<file path="src/inc/adcc_params.svh">
// Constants of the converter control block: register indices, field positions,
// reset values, sampling counts and resolution widths.
// Included by adcc_ctrl_top; holds definitions only.
`ifndef ADCC_PARAMS_SVH
`define ADCC_PARAMS_SVH

// Register indices; the byte address on the bus is four times the index.
`define ADCC_IDX_CTRL_A      3'h0
`define ADCC_IDX_CTRL_B      3'h1
`define ADCC_IDX_CTRL_C      3'h2
`define ADCC_IDX_FLAGS       3'h3
`define ADCC_IDX_RES_HIGH    3'h4
`define ADCC_IDX_RES_LOW     3'h5
`define ADCC_IDX_THRESH      3'h6
`define ADCC_IDX_LAST        3'h6

// Fields of converter_control_a.
`define ADCC_A_OVR_IE        7
`define ADCC_A_RES_LSB       5
`define ADCC_A_WATCH_IE      4
`define ADCC_A_DONE_IE       3
`define ADCC_A_REPEAT        2
`define ADCC_A_START         1
`define ADCC_A_ON            0

// Fields of converter_control_b and converter_control_c.
`define ADCC_B_HALVE         7
`define ADCC_B_EDGE_LSB      5
`define ADCC_B_SRC_LSB       3
`define ADCC_B_SMP_LSB       0
`define ADCC_C_SMP_LSB       5
`define ADCC_C_WCH_LSB       0

// Bits of converter_flags.
`define ADCC_F_OVR           2
`define ADCC_F_WATCH         1
`define ADCC_F_DONE          0

// Threshold register layout.
`define ADCC_T_HI_LSB        0
`define ADCC_T_LO_LSB        16

// Reset values.
`define ADCC_RST_CTRL_A      8'h00
`define ADCC_RST_CTRL_B      8'h00
`define ADCC_RST_CTRL_C      8'h1F
`define ADCC_RST_FLAGS       3'h0
`define ADCC_RST_THRESH_HI   12'hFFF
`define ADCC_RST_THRESH_LO   12'h000

// Sampling counts in converter clocks for codes 000 to 111.
`define ADCC_SMP_0           9'h004
`define ADCC_SMP_1           9'h009
`define ADCC_SMP_2           9'h010
`define ADCC_SMP_3           9'h018
`define ADCC_SMP_4           9'h030
`define ADCC_SMP_5           9'h060
`define ADCC_SMP_6           9'h0C0
`define ADCC_SMP_7           9'h180

// First channel code that uses the auxiliary sampling field.
`define ADCC_CH_AUX_FIRST    5'h18

// Result widths in bits for resolution codes 00 to 11.
`define ADCC_RES_BITS_0      4'hC
`define ADCC_RES_BITS_1      4'hA
`define ADCC_RES_BITS_2      4'h8
`define ADCC_RES_BITS_3      4'h6

`endif

</file>
<file path="src/inc/adcc_pkg.sv">
// Types shared by the converter control block and its conversion engine.
// Assumes nothing of its surroundings.
package adcc_pkg;

    // Conversion engine states.
    typedef enum logic [2:0] {
        ADCC_IDLE    = 3'b001,
        ADCC_SAMPLE  = 3'b010,
        ADCC_CONVERT = 3'b100
    } adcc_eng_state_t;

    // All state of the conversion engine.
    typedef struct packed {
        adcc_eng_state_t st;
        logic [8:0]      cnt;
        logic [11:0]     shift;
        logic [11:0]     result;
        logic            done;
    } adcc_eng_regs_t;

    // All state of the control and status front end.
    typedef struct packed {
        logic [7:0]  ctrl_a;
        logic [7:0]  ctrl_b;
        logic [7:0]  ctrl_c;
        logic [2:0]  flags;
        logic [7:0]  low_shadow;
        logic        shadow_valid;
        logic [11:0] thresh_hi;
        logic [11:0] thresh_lo;
        logic [2:0]  trig_meta;
        logic [2:0]  trig_sync;
        logic [2:0]  trig_prev;
        logic        halve_tgl;
        logic        dma_pend;
        logic [31:0] rdata;
    } adcc_ctl_regs_t;

endpackage

</file>
<file path="src/inc/adcc_conv_if.sv">
// Carrier between the control front end and the conversion engine.
// Both ends run on the same clock; no crossing is involved.
`timescale 1ns/1ps
`default_nettype none

interface adcc_conv_if;
    logic        run_en;         // Engine allowed to run.
    logic        ce;             // Converter clock enable.
    logic        start;          // Start request, held for one converter clock.
    logic [8:0]  sample_cycles;  // Sampling length in converter clocks.
    logic [3:0]  res_bits;       // Bits to shift in.
    logic        busy;
    logic        done;           // One-cycle pulse at conversion end.
    logic [11:0] result;

    modport ctl (output run_en, ce, start, sample_cycles, res_bits,
                 input  busy, done, result);
    modport eng (input  run_en, ce, start, sample_cycles, res_bits,
                 output busy, done, result);
endinterface

`default_nettype wire

</file>
<file path="src/adcc_conv_engine.sv">
// Conversion engine: samples for a set count, then shifts in the result
// bits that the analog core delivers serially, most significant first.
// Assumes core_bit comes from logic on mclk and is valid on each enable.
`timescale 1ns/1ps
`default_nettype none

module adcc_conv_engine
    import adcc_pkg::*;
(
    input  wire logic  mclk,
    input  wire logic  rst_n,
    adcc_conv_if.eng   cv,
    input  wire logic  core_bit,
    output logic       core_sample,
    output logic       core_convert
);

    localparam adcc_eng_regs_t ENG_RST = '{st: ADCC_IDLE, cnt: 9'h000,
        shift: 12'h000, result: 12'h000, done: 1'b0};

    adcc_eng_regs_t q;
    adcc_eng_regs_t d;

    // Next state; leaving run drops any conversion so power-down is clean.
    always_comb begin
        d      = q;
        d.done = 1'b0;
        if (!cv.run_en) begin
            d.st  = ADCC_IDLE;
            d.cnt = 9'h000;
        end else if (cv.ce) begin
            unique case (q.st)
                ADCC_IDLE: begin
                    if (cv.start) begin
                        d.st    = ADCC_SAMPLE;
                        d.cnt   = cv.sample_cycles - 9'h001;
                        d.shift = 12'h000;
                    end
                end
                ADCC_SAMPLE: begin
                    if (q.cnt == 9'h000) begin
                        d.st  = ADCC_CONVERT;
                        d.cnt = {5'h00, cv.res_bits} - 9'h001;
                    end else begin
                        d.cnt = q.cnt - 9'h001;
                    end
                end
                ADCC_CONVERT: begin
                    d.shift = {q.shift[10:0], core_bit};
                    if (q.cnt == 9'h000) begin
                        d.st     = ADCC_IDLE;
                        d.result = {q.shift[10:0], core_bit};
                        d.done   = 1'b1;
                    end else begin
                        d.cnt = q.cnt - 9'h001;
                    end
                end
            endcase
        end
    end

    // State register.
    always_ff @(posedge mclk or negedge rst_n) begin
        if (!rst_n) begin
            q <= ENG_RST;
        end else begin
            q <= d;
        end
    end

    assign cv.busy      = (q.st != ADCC_IDLE);
    assign cv.done      = q.done;
    assign cv.result    = q.result;
    assign core_sample  = (q.st == ADCC_SAMPLE);
    assign core_convert = (q.st == ADCC_CONVERT);

endmodule // adcc_conv_engine

`default_nettype wire

</file>
<file path="src/adcc_ctrl_top.sv">
// Control and status front end of a 12-bit converter, reached over APB.
// Assumes a DMA controller acknowledges results on dma_ack, a scan sequencer
// supplies the current channel and last-channel mark, and the power manager
// drives halt_mode on mclk.
//
// Design decision made here: the APB register port.
`timescale 1ns/1ps
`default_nettype none
`include "adcc_params.svh"

module adcc_ctrl_top
    import adcc_pkg::*;
#(
    parameter int ADDR_W = 8
) (
    input  wire logic              mclk,
    input  wire logic              rst_n,
    input  wire logic              psel,
    input  wire logic              penable,
    input  wire logic              pwrite,
    input  wire logic [ADDR_W-1:0] paddr,
    input  wire logic [31:0]       pwdata,
    output logic [31:0]            prdata,
    output logic                   pready,
    output logic                   pslverr,
    input  wire logic [2:0]        ext_trig,
    input  wire logic              halt_mode,
    input  wire logic [4:0]        seq_channel,
    input  wire logic              seq_last,
    input  wire logic              dma_ack,
    output logic                   dma_req,
    input  wire logic              core_bit,
    output logic                   core_power_on,
    output logic                   core_sample,
    output logic                   core_convert,
    output logic                   irq,
    output logic                   wake_req
);

    localparam adcc_ctl_regs_t CTL_RST = '{
        ctrl_a:       `ADCC_RST_CTRL_A,
        ctrl_b:       `ADCC_RST_CTRL_B,
        ctrl_c:       `ADCC_RST_CTRL_C,
        flags:        `ADCC_RST_FLAGS,
        low_shadow:   8'h00,
        shadow_valid: 1'b0,
        thresh_hi:    `ADCC_RST_THRESH_HI,
        thresh_lo:    `ADCC_RST_THRESH_LO,
        trig_meta:    3'h0,
        trig_sync:    3'h0,
        trig_prev:    3'h0,
        halve_tgl:    1'b0,
        dma_pend:     1'b0,
        rdata:        32'h0000_0000
    };

    adcc_ctl_regs_t q;
    adcc_ctl_regs_t d;
    adcc_conv_if    cv ();

    logic        conv_on;
    logic        run_en;
    logic [1:0]  res_sel;
    logic [1:0]  edge_sel;
    logic [1:0]  src_sel;
    logic [4:0]  watch_ch;
    logic [2:0]  smp_code;
    logic [2:0]  rise;
    logic [2:0]  fall;
    logic        trig_hit;
    logic        ce;
    logic [2:0]  idx;
    logic        addr_ok;
    logic        acc_wr;
    logic        acc_rd;
    logic [7:0]  high_view;
    logic [7:0]  low_view;
    logic [2:0]  enabled;
    logic        watch_out;

    // Field views of the control registers.
    assign conv_on  = q.ctrl_a[`ADCC_A_ON];
    assign res_sel  = q.ctrl_a[`ADCC_A_RES_LSB +: 2];
    assign edge_sel = q.ctrl_b[`ADCC_B_EDGE_LSB +: 2];
    assign src_sel  = q.ctrl_b[`ADCC_B_SRC_LSB +: 2];
    assign watch_ch = q.ctrl_c[`ADCC_C_WCH_LSB +: 5];

    // Halt modes stop the interface; wait modes leave it running.
    assign run_en = conv_on & ~halt_mode;

    // Converter clock enable: every cycle, or every second cycle when halved.
    assign ce = ~q.ctrl_b[`ADCC_B_HALVE] | q.halve_tgl;

    // Upper channels, reference and sensor use the auxiliary sampling field.
    assign smp_code = (seq_channel >= `ADCC_CH_AUX_FIRST)
                    ? q.ctrl_c[`ADCC_C_SMP_LSB +: 3]
                    : q.ctrl_b[`ADCC_B_SMP_LSB +: 3];

    // Sampling length lookup, shared by both sampling fields.
    always_comb begin
        unique case (smp_code)
            3'h0: cv.sample_cycles = `ADCC_SMP_0;
            3'h1: cv.sample_cycles = `ADCC_SMP_1;
            3'h2: cv.sample_cycles = `ADCC_SMP_2;
            3'h3: cv.sample_cycles = `ADCC_SMP_3;
            3'h4: cv.sample_cycles = `ADCC_SMP_4;
            3'h5: cv.sample_cycles = `ADCC_SMP_5;
            3'h6: cv.sample_cycles = `ADCC_SMP_6;
            3'h7: cv.sample_cycles = `ADCC_SMP_7;
        endcase
    end

    // Resolution sets how many bits the engine shifts in.
    always_comb begin
        unique case (res_sel)
            2'h0: cv.res_bits = `ADCC_RES_BITS_0;
            2'h1: cv.res_bits = `ADCC_RES_BITS_1;
            2'h2: cv.res_bits = `ADCC_RES_BITS_2;
            2'h3: cv.res_bits = `ADCC_RES_BITS_3;
        endcase
    end

    // Result views. Masking keeps stale upper bits out even if the width
    // was changed after the last conversion.
    always_comb begin
        unique case (res_sel)
            2'h0: high_view = {4'h0, cv.result[11:8]};
            2'h1: high_view = {6'h00, cv.result[9:8]};
            default: high_view = 8'h00;
        endcase
        low_view = (res_sel == 2'h3) ? {2'h0, cv.result[5:0]} : cv.result[7:0];
    end

    // Edge detection reads only the second synchroniser stage.
    assign rise = q.trig_sync & ~q.trig_prev;
    assign fall = ~q.trig_sync & q.trig_prev;

    // Only the selected trigger acts, on the selected edges; code 00 of the
    // edge field matches nothing, so a reserved setting cannot start.
    always_comb begin
        trig_hit = 1'b0;
        if (src_sel != 2'h0) begin
            trig_hit = (edge_sel[0] & rise[src_sel - 2'h1])
                     | (edge_sel[1] & fall[src_sel - 2'h1]);
        end
    end

    // Bus decode: each register is one aligned word, index times four.
    assign idx     = paddr[4:2];
    assign addr_ok = (paddr[1:0] == 2'h0) && (paddr[ADDR_W-1:5] == '0)
                   && (idx <= `ADCC_IDX_LAST);
    assign acc_wr  = psel & penable & pwrite & addr_ok;
    assign acc_rd  = psel & penable & ~pwrite & addr_ok;

    // Watchdog compare on the completed value of the chosen channel.
    assign watch_out = (seq_channel == watch_ch)
                     & ((cv.result > q.thresh_hi) | (cv.result < q.thresh_lo));

    // Next state of the whole front end.
    always_comb begin
        d = q;

        // Trigger pins pass two flip-flops before anything looks at them.
        d.trig_meta = ext_trig;
        d.trig_sync = q.trig_meta;
        d.trig_prev = q.trig_sync;
        d.halve_tgl = ~q.halve_tgl;

        // Read data is captured in the setup phase so it is steady in access.
        if (psel && !penable) begin
            d.rdata = 32'h0000_0000;
            if (addr_ok) begin
                unique case (idx)
                    `ADCC_IDX_CTRL_A:   d.rdata[7:0] = q.ctrl_a;
                    `ADCC_IDX_CTRL_B:   d.rdata[7:0] = q.ctrl_b;
                    `ADCC_IDX_CTRL_C:   d.rdata[7:0] = q.ctrl_c;
                    `ADCC_IDX_FLAGS:    d.rdata[7:0] = {5'h00, q.flags};
                    `ADCC_IDX_RES_HIGH: d.rdata[7:0] = high_view;
                    `ADCC_IDX_RES_LOW:  d.rdata[7:0] = q.shadow_valid
                                                     ? q.low_shadow : low_view;
                    `ADCC_IDX_THRESH:   d.rdata = {4'h0, q.thresh_lo, 4'h0, q.thresh_hi};
                    default:            d.rdata = 32'h0000_0000;
                endcase
            end
        end

        // The start bit lives for exactly one converter clock.
        if (ce && q.ctrl_a[`ADCC_A_START]) begin
            d.ctrl_a[`ADCC_A_START] = 1'b0;
        end

        // Register writes take effect at the access edge.
        if (acc_wr) begin
            unique case (idx)
                `ADCC_IDX_CTRL_A: begin
                    d.ctrl_a = {pwdata[7:2], d.ctrl_a[`ADCC_A_START], pwdata[0]};
                    // A start while converting is dropped, not queued.
                    if (pwdata[`ADCC_A_START] && pwdata[`ADCC_A_ON]
                        && !halt_mode && !cv.busy) begin
                        d.ctrl_a[`ADCC_A_START] = 1'b1;
                    end
                end
                `ADCC_IDX_CTRL_B: d.ctrl_b = pwdata[7:0];
                `ADCC_IDX_CTRL_C: d.ctrl_c = pwdata[7:0];
                // Writing zero clears a flag, writing one leaves it alone.
                `ADCC_IDX_FLAGS:  d.flags = q.flags & pwdata[2:0];
                `ADCC_IDX_THRESH: begin
                    d.thresh_hi = pwdata[`ADCC_T_HI_LSB +: 12];
                    d.thresh_lo = pwdata[`ADCC_T_LO_LSB +: 12];
                end
                default: d.flags = d.flags;
            endcase
        end

        // Reading the high byte freezes the low byte for the next read.
        if (acc_rd && idx == `ADCC_IDX_RES_HIGH) begin
            d.low_shadow   = low_view;
            d.shadow_valid = 1'b1;
        end
        if (acc_rd && idx == `ADCC_IDX_RES_LOW) begin
            d.shadow_valid           = 1'b0;
            d.flags[`ADCC_F_DONE]    = 1'b0;
        end

        // A pending trigger edge launches only an idle, powered converter.
        if (trig_hit && run_en && !cv.busy) begin
            d.ctrl_a[`ADCC_A_START] = 1'b1;
        end

        // Repeat mode relaunches as soon as a conversion ends.
        if (cv.done && q.ctrl_a[`ADCC_A_REPEAT] && run_en) begin
            d.ctrl_a[`ADCC_A_START] = 1'b1;
        end

        // DMA bookkeeping; an acknowledge in the done cycle still counts.
        d.dma_pend = (q.dma_pend & ~dma_ack) | cv.done;

        // Hardware sets come after flag writes and result reads so a set beats those clears.
        if (cv.done) begin
            if (q.dma_pend && !dma_ack) begin
                d.flags[`ADCC_F_OVR] = 1'b1;
            end
            if (watch_out) begin
                d.flags[`ADCC_F_WATCH] = 1'b1;
            end
            if (seq_last) begin
                d.flags[`ADCC_F_DONE] = 1'b1;
            end
        end

        // Power-down clears every flag and any waiting start.
        if (!d.ctrl_a[`ADCC_A_ON]) begin
            d.flags                 = 3'h0;
            d.ctrl_a[`ADCC_A_START] = 1'b0;
        end
    end

    // State register.
    always_ff @(posedge mclk or negedge rst_n) begin
        if (!rst_n) begin
            q <= CTL_RST;
        end else begin
            q <= d;
        end
    end

    // Engine controls.
    assign cv.run_en = run_en;
    assign cv.ce     = ce;
    assign cv.start  = q.ctrl_a[`ADCC_A_START];

    adcc_conv_engine u_engine (
        .mclk         (mclk),
        .rst_n        (rst_n),
        .cv           (cv.eng),
        .core_bit     (core_bit),
        .core_sample  (core_sample),
        .core_convert (core_convert)
    );

    // Interrupt request: each flag gated by its own enable.
    assign enabled[`ADCC_F_OVR]   = q.flags[`ADCC_F_OVR]
                                  & q.ctrl_a[`ADCC_A_OVR_IE];
    assign enabled[`ADCC_F_WATCH] = q.flags[`ADCC_F_WATCH]
                                  & q.ctrl_a[`ADCC_A_WATCH_IE];
    assign enabled[`ADCC_F_DONE]  = q.flags[`ADCC_F_DONE]
                                  & q.ctrl_a[`ADCC_A_DONE_IE];
    assign irq      = |enabled;
    // Wake only out of wait modes; in halt the request is held back.
    assign wake_req = irq & ~halt_mode;

    // Remaining outputs; the slave never inserts wait states.
    assign core_power_on = run_en;
    assign dma_req       = q.dma_pend;
    assign prdata        = q.rdata;
    assign pready        = 1'b1;
    assign pslverr       = psel & penable & ~addr_ok;

endmodule // adcc_ctrl_top

`default_nettype wire

</file>
<file path="config.mk">
export PLATFORM = sky130hd
export DESIGN_NAME = adcc_ctrl_top
export DESIGN_NICKNAME = d
export VERILOG_FILES = /design/src/inc/adcc_pkg.sv /design/src/inc/adcc_conv_if.sv /design/src/adcc_conv_engine.sv /design/src/adcc_ctrl_top.sv
export VERILOG_INCLUDE_DIRS = /design/src /design/src/inc
export SDC_FILE = /design/constraint.sdc
export NUM_CORES = 1
export LEC_CHECK = 0
export BUFFER_PORTS_ARGS = -buffer_cell sky130_fd_sc_hd__buf_4
export CORE_ASPECT_RATIO = 1.75
export CORE_MARGIN = 10
export CORE_UTILIZATION = 45
export DETAILED_ROUTE_END_ITERATION = 10
export PLACE_DENSITY_LB_ADDON = 0.2
export SETUP_SLACK_MARGIN = 0.4
export SLEW_MARGIN = 25
export SYNTH_ARGS = -nofsm -noshare
export SYNTH_HDL_FRONTEND = slang
export SYNTH_SLANG_ARGS = --single-unit
</file>
<file path="constraint.sdc">
create_clock -name mclk -period 4.3 [get_ports mclk]
set_input_delay 0.43 -clock mclk [delete_from_list [all_inputs] [get_ports mclk]]
set_output_delay 0.43 -clock mclk [all_outputs]
set_load 0.01 [all_outputs]
</file>
==> results.md, run 1 <==
* Status: finished clean
* Clock Skew at 0.0109 ns
* FF-to-FF End: u_engine.q[33]
* Placement Setup Slack at roughly 1.6 ns
* Largest family of logic cells by synthesized area: compound AO/OA/AOI/OAI gates
* Placed insts at 882
* Final period util at approximately three fifths
* Post-synth EDFFs at 0
* Post-synth cell types at 71
* Post_cts resized at 0
* Vias in the first global route at approximately 5700
* I/O Buffers at roughly 80
* Layout net count at around 800
* Worst EP required at roughly 4.6 ns
* Syn-to-layout area delta at 15.9%
* GP Congestion at between 0.9 and 1
* Worst Path Max Fanout at 18
* Non-Filler Instances at 914
* Final hold viol count at 0
* R2R Setup Slk at 1.71 ns
* TritonCTS Buffers at 17
* Register area share after synthesis at roughly 47%
* Critical path data arrival time at approximately 2.9 ns
* Unrepaired setup endpoints after global routing: no
* Clock slew at reported path FFs at around 0.06 ns
* Ys async rst share at 100%
* Die area at approximately 21000 um2
* Die W at approximately 110 um
* CTS tree: yes
* Syn Area/Cell at 10.5 um2
* Tightest Pin Transition at roughly 0.9 ns
* Ant diodes at 0
* Worst Hold Class: primary input to asynchronous set/reset pin
* Pin count of the biggest net entering global routing at 81
* Multiplexer area fraction after synthesis at 8.31%
* H-tree depth at 4
* Clk buf depth at 2
* DP Wirelength at between 10000 and 15000 um
* Worst setup path category: flop to flop
* R2R cell count at 7
* Detailed-route via count at 5320
* Final setup viols at 0
* Max-slew violation count at 0
* Synth Area in Simple Gates at roughly 13%
* Final Total Pwr at between 0.002 and 0.003 W
* Post CTS Setup Buffer Count at 0
* DRT Pass-1 Iters at 5
* IO Pins at 97
* Clock sinks at between 100 and 150
* Predominant post-synthesis flop cell: dfrtp_1
* #FFs+latches synth at 131
* Pleak at about 4.0 nW
* Root Driver: clkbuf_16
* Routed wire length at 19300 um
* Final Util at 53.1%
* VDD IR max at between 200 and 300 uV
* Grt ovf at 0
* Initial core utilization at a little under half
* Adder-Cell Fraction of Synth Area at between 5 and 6%
* Cts hold-fix bufs at 0
* Global Route Usage Sum at 18.7%
* Worst skew pair latency at ~0.42 ns
* Tmin final at roughly 2.6 ns
* Antenna viol nets, final at 0
* FF-to-FF Start: u_engine.q[25]
* Layout cells sized above 1 at around 23%
* Starting DRC count in detailed routing at 257
* Power density over cell area at between 300 and 400 nW/um2
* Synth Area in Compound Gates at between 10% and 20%
* Chip Height at roughly 190 um
* Startpoint Class: flop
* Initial antenna violation count at 0
* Vias per std cell at between 5 and 6
* Core area at ~15000 um2
* Synthesized area at 7020 um2
* Mapped Cells at 666
* Setup WS post-layout at about 1.7 ns
* Final TNS setup at 0 ns
* Critical path launch point: u_engine.q[25]
* First-pass GRT wire length at approximately 31000 um
* Max cap viols at 0
* Number of core rows at 60
* Number of remaining DRC errors at 0
* Slew Limit Headroom at about two fifths
* Yosys Warn Count at 0
* Max Fclk at 386 MHz
* Synth Area in XOR/XNOR at under 10%
* Setup crit end kind: flop
* Detail-routed net length per standard cell at around 21 um
-- per-stage QoR --
step,area (um2),hold WS [ns]
6_report,8130,0.0271
5_1_grt,8130,0.0981
4_1_cts,8120,0.108
3_5_place_dp,7510,0.342
3_3_place_gp,7510,0.332
2_1_floorplan,7040,0.134
-- worst max-delay path by stage --
stage | end | slack (ns) | depth (start not counted)
6_report | u_engine.q[33] | 1.71 | 7
3_3_place_gp | q[48] | 1.62 | 6
2_1_floorplan | u_engine.q[33] | 2.27 | 6
5_1_grt | u_engine.q[33] | 1.56 | 7
3_5_place_dp | q[53] | 1.57 | 6
4_1_cts | u_engine.q[33] | 1.74 | 7
-- registers in the layout, indices dropped and copies added, names as in the netlist --
name                cells
q                      60
d                       6
prdata                 24
u_engine.cv.result     12
conv_on                 1
edge_sel                2
dma_req                 1
u_engine.q             23
u_engine.cv.done        1
cv.start                1
-- cells in the mapped netlist (5+ instances only) --
master | count | share of area [%]
o22ai_1 | 5 | 0.45
ha_1 | 30 | 5.3
nand4_1 | 6 | 0.54
dfstp_2 | 18 | 6.7
nor2_1 | 24 | 1.3
nand2b_1 | 10 | 0.89
nand3_1 | 7 | 0.50
o21ai_0 | 51 | 3.6
a211oi_1 | 11 | 1.2
and3_1 | 6 | 0.54
mux2_1 | 24 | 3.9
mux2i_1 | 11 | 1.6
a21o_1 | 6 | 0.64
buf_4 | 36 | 3.9
buf_2 | 8 | 0.57
inv_1 | 41 | 2.2
mux2_2 | 14 | 2.2
nor2b_1 | 8 | 0.71
dfrtp_1 | 113 | 40
o211ai_1 | 7 | 0.75
nand2_1 | 60 | 3.2
a31oi_1 | 10 | 0.89
xnor2_1 | 5 | 0.62
nor3_1 | 8 | 0.57
a21oi_1 | 14 | 1.0
xor2_1 | 6 | 0.75
clkbuf_1 | 13 | 0.70
a22o_1 | 37 | 4.6
-- layout make-up --
| class | count | area, um2 |
|---|---|---|
| fill | 1418 | 7180 |
| sequential | 131 | 3300 |
| multi-input combinational | 441 | 3210 |
| timing repair buffer | 83 | 627 |
| clock buffer | 18 | 429 |
| tap | 186 | 233 |
| clock inverter | 14 | 176 |
| inverter | 41 | 154 |
-- cells in the final DEF (no fill, tap or decap), drive strengths merged, types with 3 or more instances in the layout --
cell | Yosys | final
mux2i | 11 | 11
dfstp | 18 | 18
or3 | 4 | 4
o311ai | 4 | 4
bufinv | 0 | 3
nor4 | 4 | 4
conb | 2 | 9
nand2 | 60 | 60
a21o | 6 | 6
o211ai | 7 | 7
mux2 | 38 | 38
clkbuf | 13 | 18
nor3b | 3 | 3
o221ai | 3 | 3
or2 | 3 | 3
nor2 | 25 | 25
a31oi | 10 | 10
and3 | 6 | 6
ha | 30 | 30
a21oi | 14 | 14
a22o | 37 | 37
o21ai | 55 | 55
nand3 | 7 | 7
xnor2 | 5 | 5
inv | 41 | 46
nor2b | 8 | 8
clkinv | 0 | 4
buf | 47 | 83
a211oi | 11 | 11
nand2b | 10 | 10
nand4 | 7 | 7
nor3 | 13 | 13
dfrtp | 113 | 113
xor2 | 6 | 6
a22oi | 4 | 4
o22ai | 5 | 5
o41ai | 3 | 3
-- routing by layer --
| metal | track usage [%] | vias to the layer above | routed length [um] |
|---|---|---|---|
| met1 | 19.6 | 2649 | 7070 |
| li1 | - | 2467 | - |
| met2 | 32.7 | 143 | 10300 |
| met4 | 12.9 | 0 | 1220 |
| met3 | 3.63 | 61 | 714 |
| met5 | 0 | - | 0 |
-- critical path, cell delays in order, from the launching register on --
cell	delay, ns
dfrtp_1	0.41
inv_1	0.09
ha_1	0.24
or4b_4	0.53
nor3_1	0.20
o21a_1	0.55
a211oi_1	0.19
a32o_1	0.26
-- cell families after synthesis --
logic type | count (synthesis)
AOI/OAI and AO/OA | 177
xor gates and xnor gates | 11
adders and majority gates | 30
buffers and inverters | 101
DFF | 131
muxes | 51
other | 2
and+or+nand+nor | 163
-- report_power, final --
group          total, W  switching (W)  internal [W]
Sequential      0.00126      0.0000123       0.00125
Combinational  0.000168       0.000104     0.0000640
Clock           0.00151       0.000586      0.000921
No activity file was read; power rests on OpenSTA's default activity.
==> inputs of run 2 (changes only) <==
clock period = 2.72 ns   (was 4.3 ns; I/O delays follow)
==> run 2 against run 1 <==
Effect of this change:
- flip-flop and latch count unchanged
- clock skew up 0.0021 ns
- largest cell class unchanged
- via count up 1.2%
- critical path type unchanged
- maximum frequency up 18%
- die area unchanged
==> results.md, run 2 (same netlist as run 1, synthesis figures left out) <==
* Status: finished clean (unchanged)
* TritonCTS Buffers at 17 (unchanged)
* Max incr delay on CP at 0.53 ns (was 0.55 ns)
* Worst skew pair latency at 0.42 ns (about the same)
* Global Route Usage Sum at 18.5% (was 18.7%)
* DRT Pass-1 Iters at 5 (unchanged)
* Final TNS setup at 0 ns (unchanged)
* Placed insts at 893 (was 882)
* Slew Limit Headroom at 43.0% (was 39.9%)
* I/O Buffers at 79 (unchanged)
* Pin count of the biggest net entering global routing at 57 (was 81)
* Pint at 0.00354 W (was 0.00224 W)
* Non-Filler Instances at 932 (was 914)
* Top reg by flops: q (unchanged)
* Vias in the first global route at 5647 (was 5748)
* Ant diodes at 0 (unchanged)
* Worst setup path category: flop to flop (unchanged)
* Clock slew at reported path FFs at 0.06 ns (about the same)
* Grt ovf at 0 (unchanged)
* Gate power share at 6.0% (was 5.7%)
* Tmin final at 2.19 ns (was 2.59 ns)
* Clk buf depth at 2 (unchanged)
* Power density over cell area at 559 nW/um2 (was 361 nW/um2)
* Routed met2 length at 10400 um (was 10300 um)
* GP Congestion at 0.916 (was 0.958)
* Critical path data arrival time at 2.50 ns (was 2.89 ns)
* Clock sinks at 131 (unchanged)
* Final period util at 80.5% (was 60.2%)
* Worst Path Max Fanout at 5 (was 18)
* Max-slew violation count at 0 (unchanged)
* Worst Hold Class: primary input to flop (was primary input to asynchronous set/reset pin)
* Final hold viol count at 0 (unchanged)
* Worst EP required at 3.03 ns (was 4.60 ns)
* Post-route cell area at 8290 um2 (was 8130 um2)
* Layout net count at 820 (was 802)
* Max Fclk at 456 MHz (was 386 MHz)
* Detailed-route via count at 5384 (was 5320)
* Initial core utilization at 45.8% (unchanged)
* Tightest Pin Transition at 0.845 ns (was 0.900 ns)
* Switching power at 0.00109 W (was 0.000702 W)
* R2R cell count at 6 (was 7)
* Detail-routed net length per standard cell at 20.6 um (was 21.1 um)
* Antenna viol nets, final at 0 (unchanged)
* IO Pins at 97 (unchanged)
* Pleak at 4.12 nW (was 4.02 nW)
* Syn-to-layout area delta at 18.2% (was 15.9%)
* Max cap viols at 0 (unchanged)
* Setup crit end kind: flop (unchanged)
* Final setup viols at 0 (unchanged)
* Placed Area at 7610 um2 (was 7510 um2)
* Startpoint Class: flop (unchanged)
* Met1 wire length at 6940 um (was 7070 um)
* Vias per std cell at 5.78 (was 5.82)
* Seq pwr share at 43.1% (was 43.0%)
* Core area at 15300 um2 (unchanged)
* DR WL met3 at 743 um (was 714 um)
* DP Wirelength at 14700 um (about the same)
* H-tree depth at 4 (unchanged)
* Worst path slowest cell: or4b_4 (was o21a_1)
* CTS tree: yes (unchanged)
* DR top layer: met4 (unchanged)
* Clock Skew at 0.0130 ns (was 0.0109 ns)
* Number of core rows at 60 (unchanged)
* Final Util at 54.2% (was 53.1%)
* Root Driver: clkbuf_16 (unchanged)
* Die area at 21200 um2 (unchanged)
* Switching fraction of total power at 23.5% (was 23.9%)
* Most frequent cells in the layout: dfrtp_1, buf_4, nand2_1, o21ai_0, inv_1 (unchanged)
* Hold_ws at 0.0552 ns (was 0.0271 ns)
* CP Cell Sequence: inv_1, ha_1, or4b_4, or2_1, a211o_1, a32o_1 (was inv_1, ha_1, or4b_4, nor3_1, o21a_1, a211oi_1, a32o_1)
* Hold Path Stages at 3
* First-pass GRT wire length at 30500 um (was 31000 um)
* Max reg flops at 60 (unchanged)
* VDD IR max at 319 uV (was 253 uV)
* Layout cells sized above 1 at 24.1% (was 22.7%)
* Die W at 114 um (unchanged)
* Number of remaining DRC errors at 0 (unchanged)
* Initial antenna violation count at 0 (unchanged)
* Routed wire length at 19200 um (was 19300 um)
* Commonest non-fill, non-tap cell in the layout: dfrtp_1 (unchanged)
* Unrepaired setup endpoints after global routing: no (unchanged)
* Starting DRC count in detailed routing at 330 (was 257)
* Chip Height at 185 um (unchanged)
* Clk pwr share at 50.9% (was 51.3%)
[run 2: cell types whose count changed in the layout (fill, tap and decap cells not counted), moves of 2 or more]
cell and change:
buf_4 +14, clkinv_4 +2, dlygate4sd3_1 +4, inv_6 -2
[run 2: final timing paths]
| check | from | end | slack, ns |
|---|---|---|---|
| max | u_engine.q[25] | u_engine.q[33] | 0.53 |
| min | pwdata[25] | q[52] | 0.06 |
| max reg2reg | u_engine.q[25] | u_engine.q[33] | 0.53 |
| min reg2reg | d[37] | d[34] | 0.35 |
| max in group asynchronous | rst_n | q[65] | 1.41 |
| min in group asynchronous | rst_n | prdata[5] | 0.45 |
[run 2: final cells by class]
type	instances	area (um2)
multi-input combinational	441	3220
sequential	131	3300
clock buffer	18	429
inverter	41	154
clock inverter	14	176
fill	1352	7020
timing repair buffer	101	781
tap	186	233
[run 2: critical path, delay by kind of cell (launching register included)]
family	cells	cell delay (ns)
simple gates	2	0.80
buf+inv	1	0.09
flops	1	0.41
fa+ha+maj	1	0.24
compound gates	2	0.54
[run 2: what timing repair did]
action,CTS,global route
resized for setup,0,4
hold endpoints to repair,53,0
hold buffers,4,0
setup buffers,0,3
setup endpoints to repair,0,19
[run 2: routing by layer]
metal | GRT usage (%) | vias up
met5 | 0 | -
met4 | 11.2 | 0
met3 | 3.79 | 58
met2 | 33.3 | 141
met1 | 18.8 | 2663
li1 | - | 2522
[run 2: power groups by stage]
stage | combinational (W) | clock [W] | sequential, W
floorplan | 0.000132 | 0 | 0.00202
global placement | 0.000267 | 0 | 0.00203
detailed placement | 0.000272 | 0 | 0.00203
CTS | 0.000278 | 0.00240 | 0.00200
global route | 0.000305 | 0.00248 | 0.00200
finish | 0.000277 | 0.00236 | 0.00200
[run 2: through the flow]
stage | power, W | setup slack (ns)
after floorplan | 0.00216 | 0.686
after global placement | 0.00230 | 0.465
after detailed placement | 0.00230 | 0.420
after CTS | 0.00468 | 0.410
after global routing | 0.00478 | 0.415
final | 0.00463 | 0.529
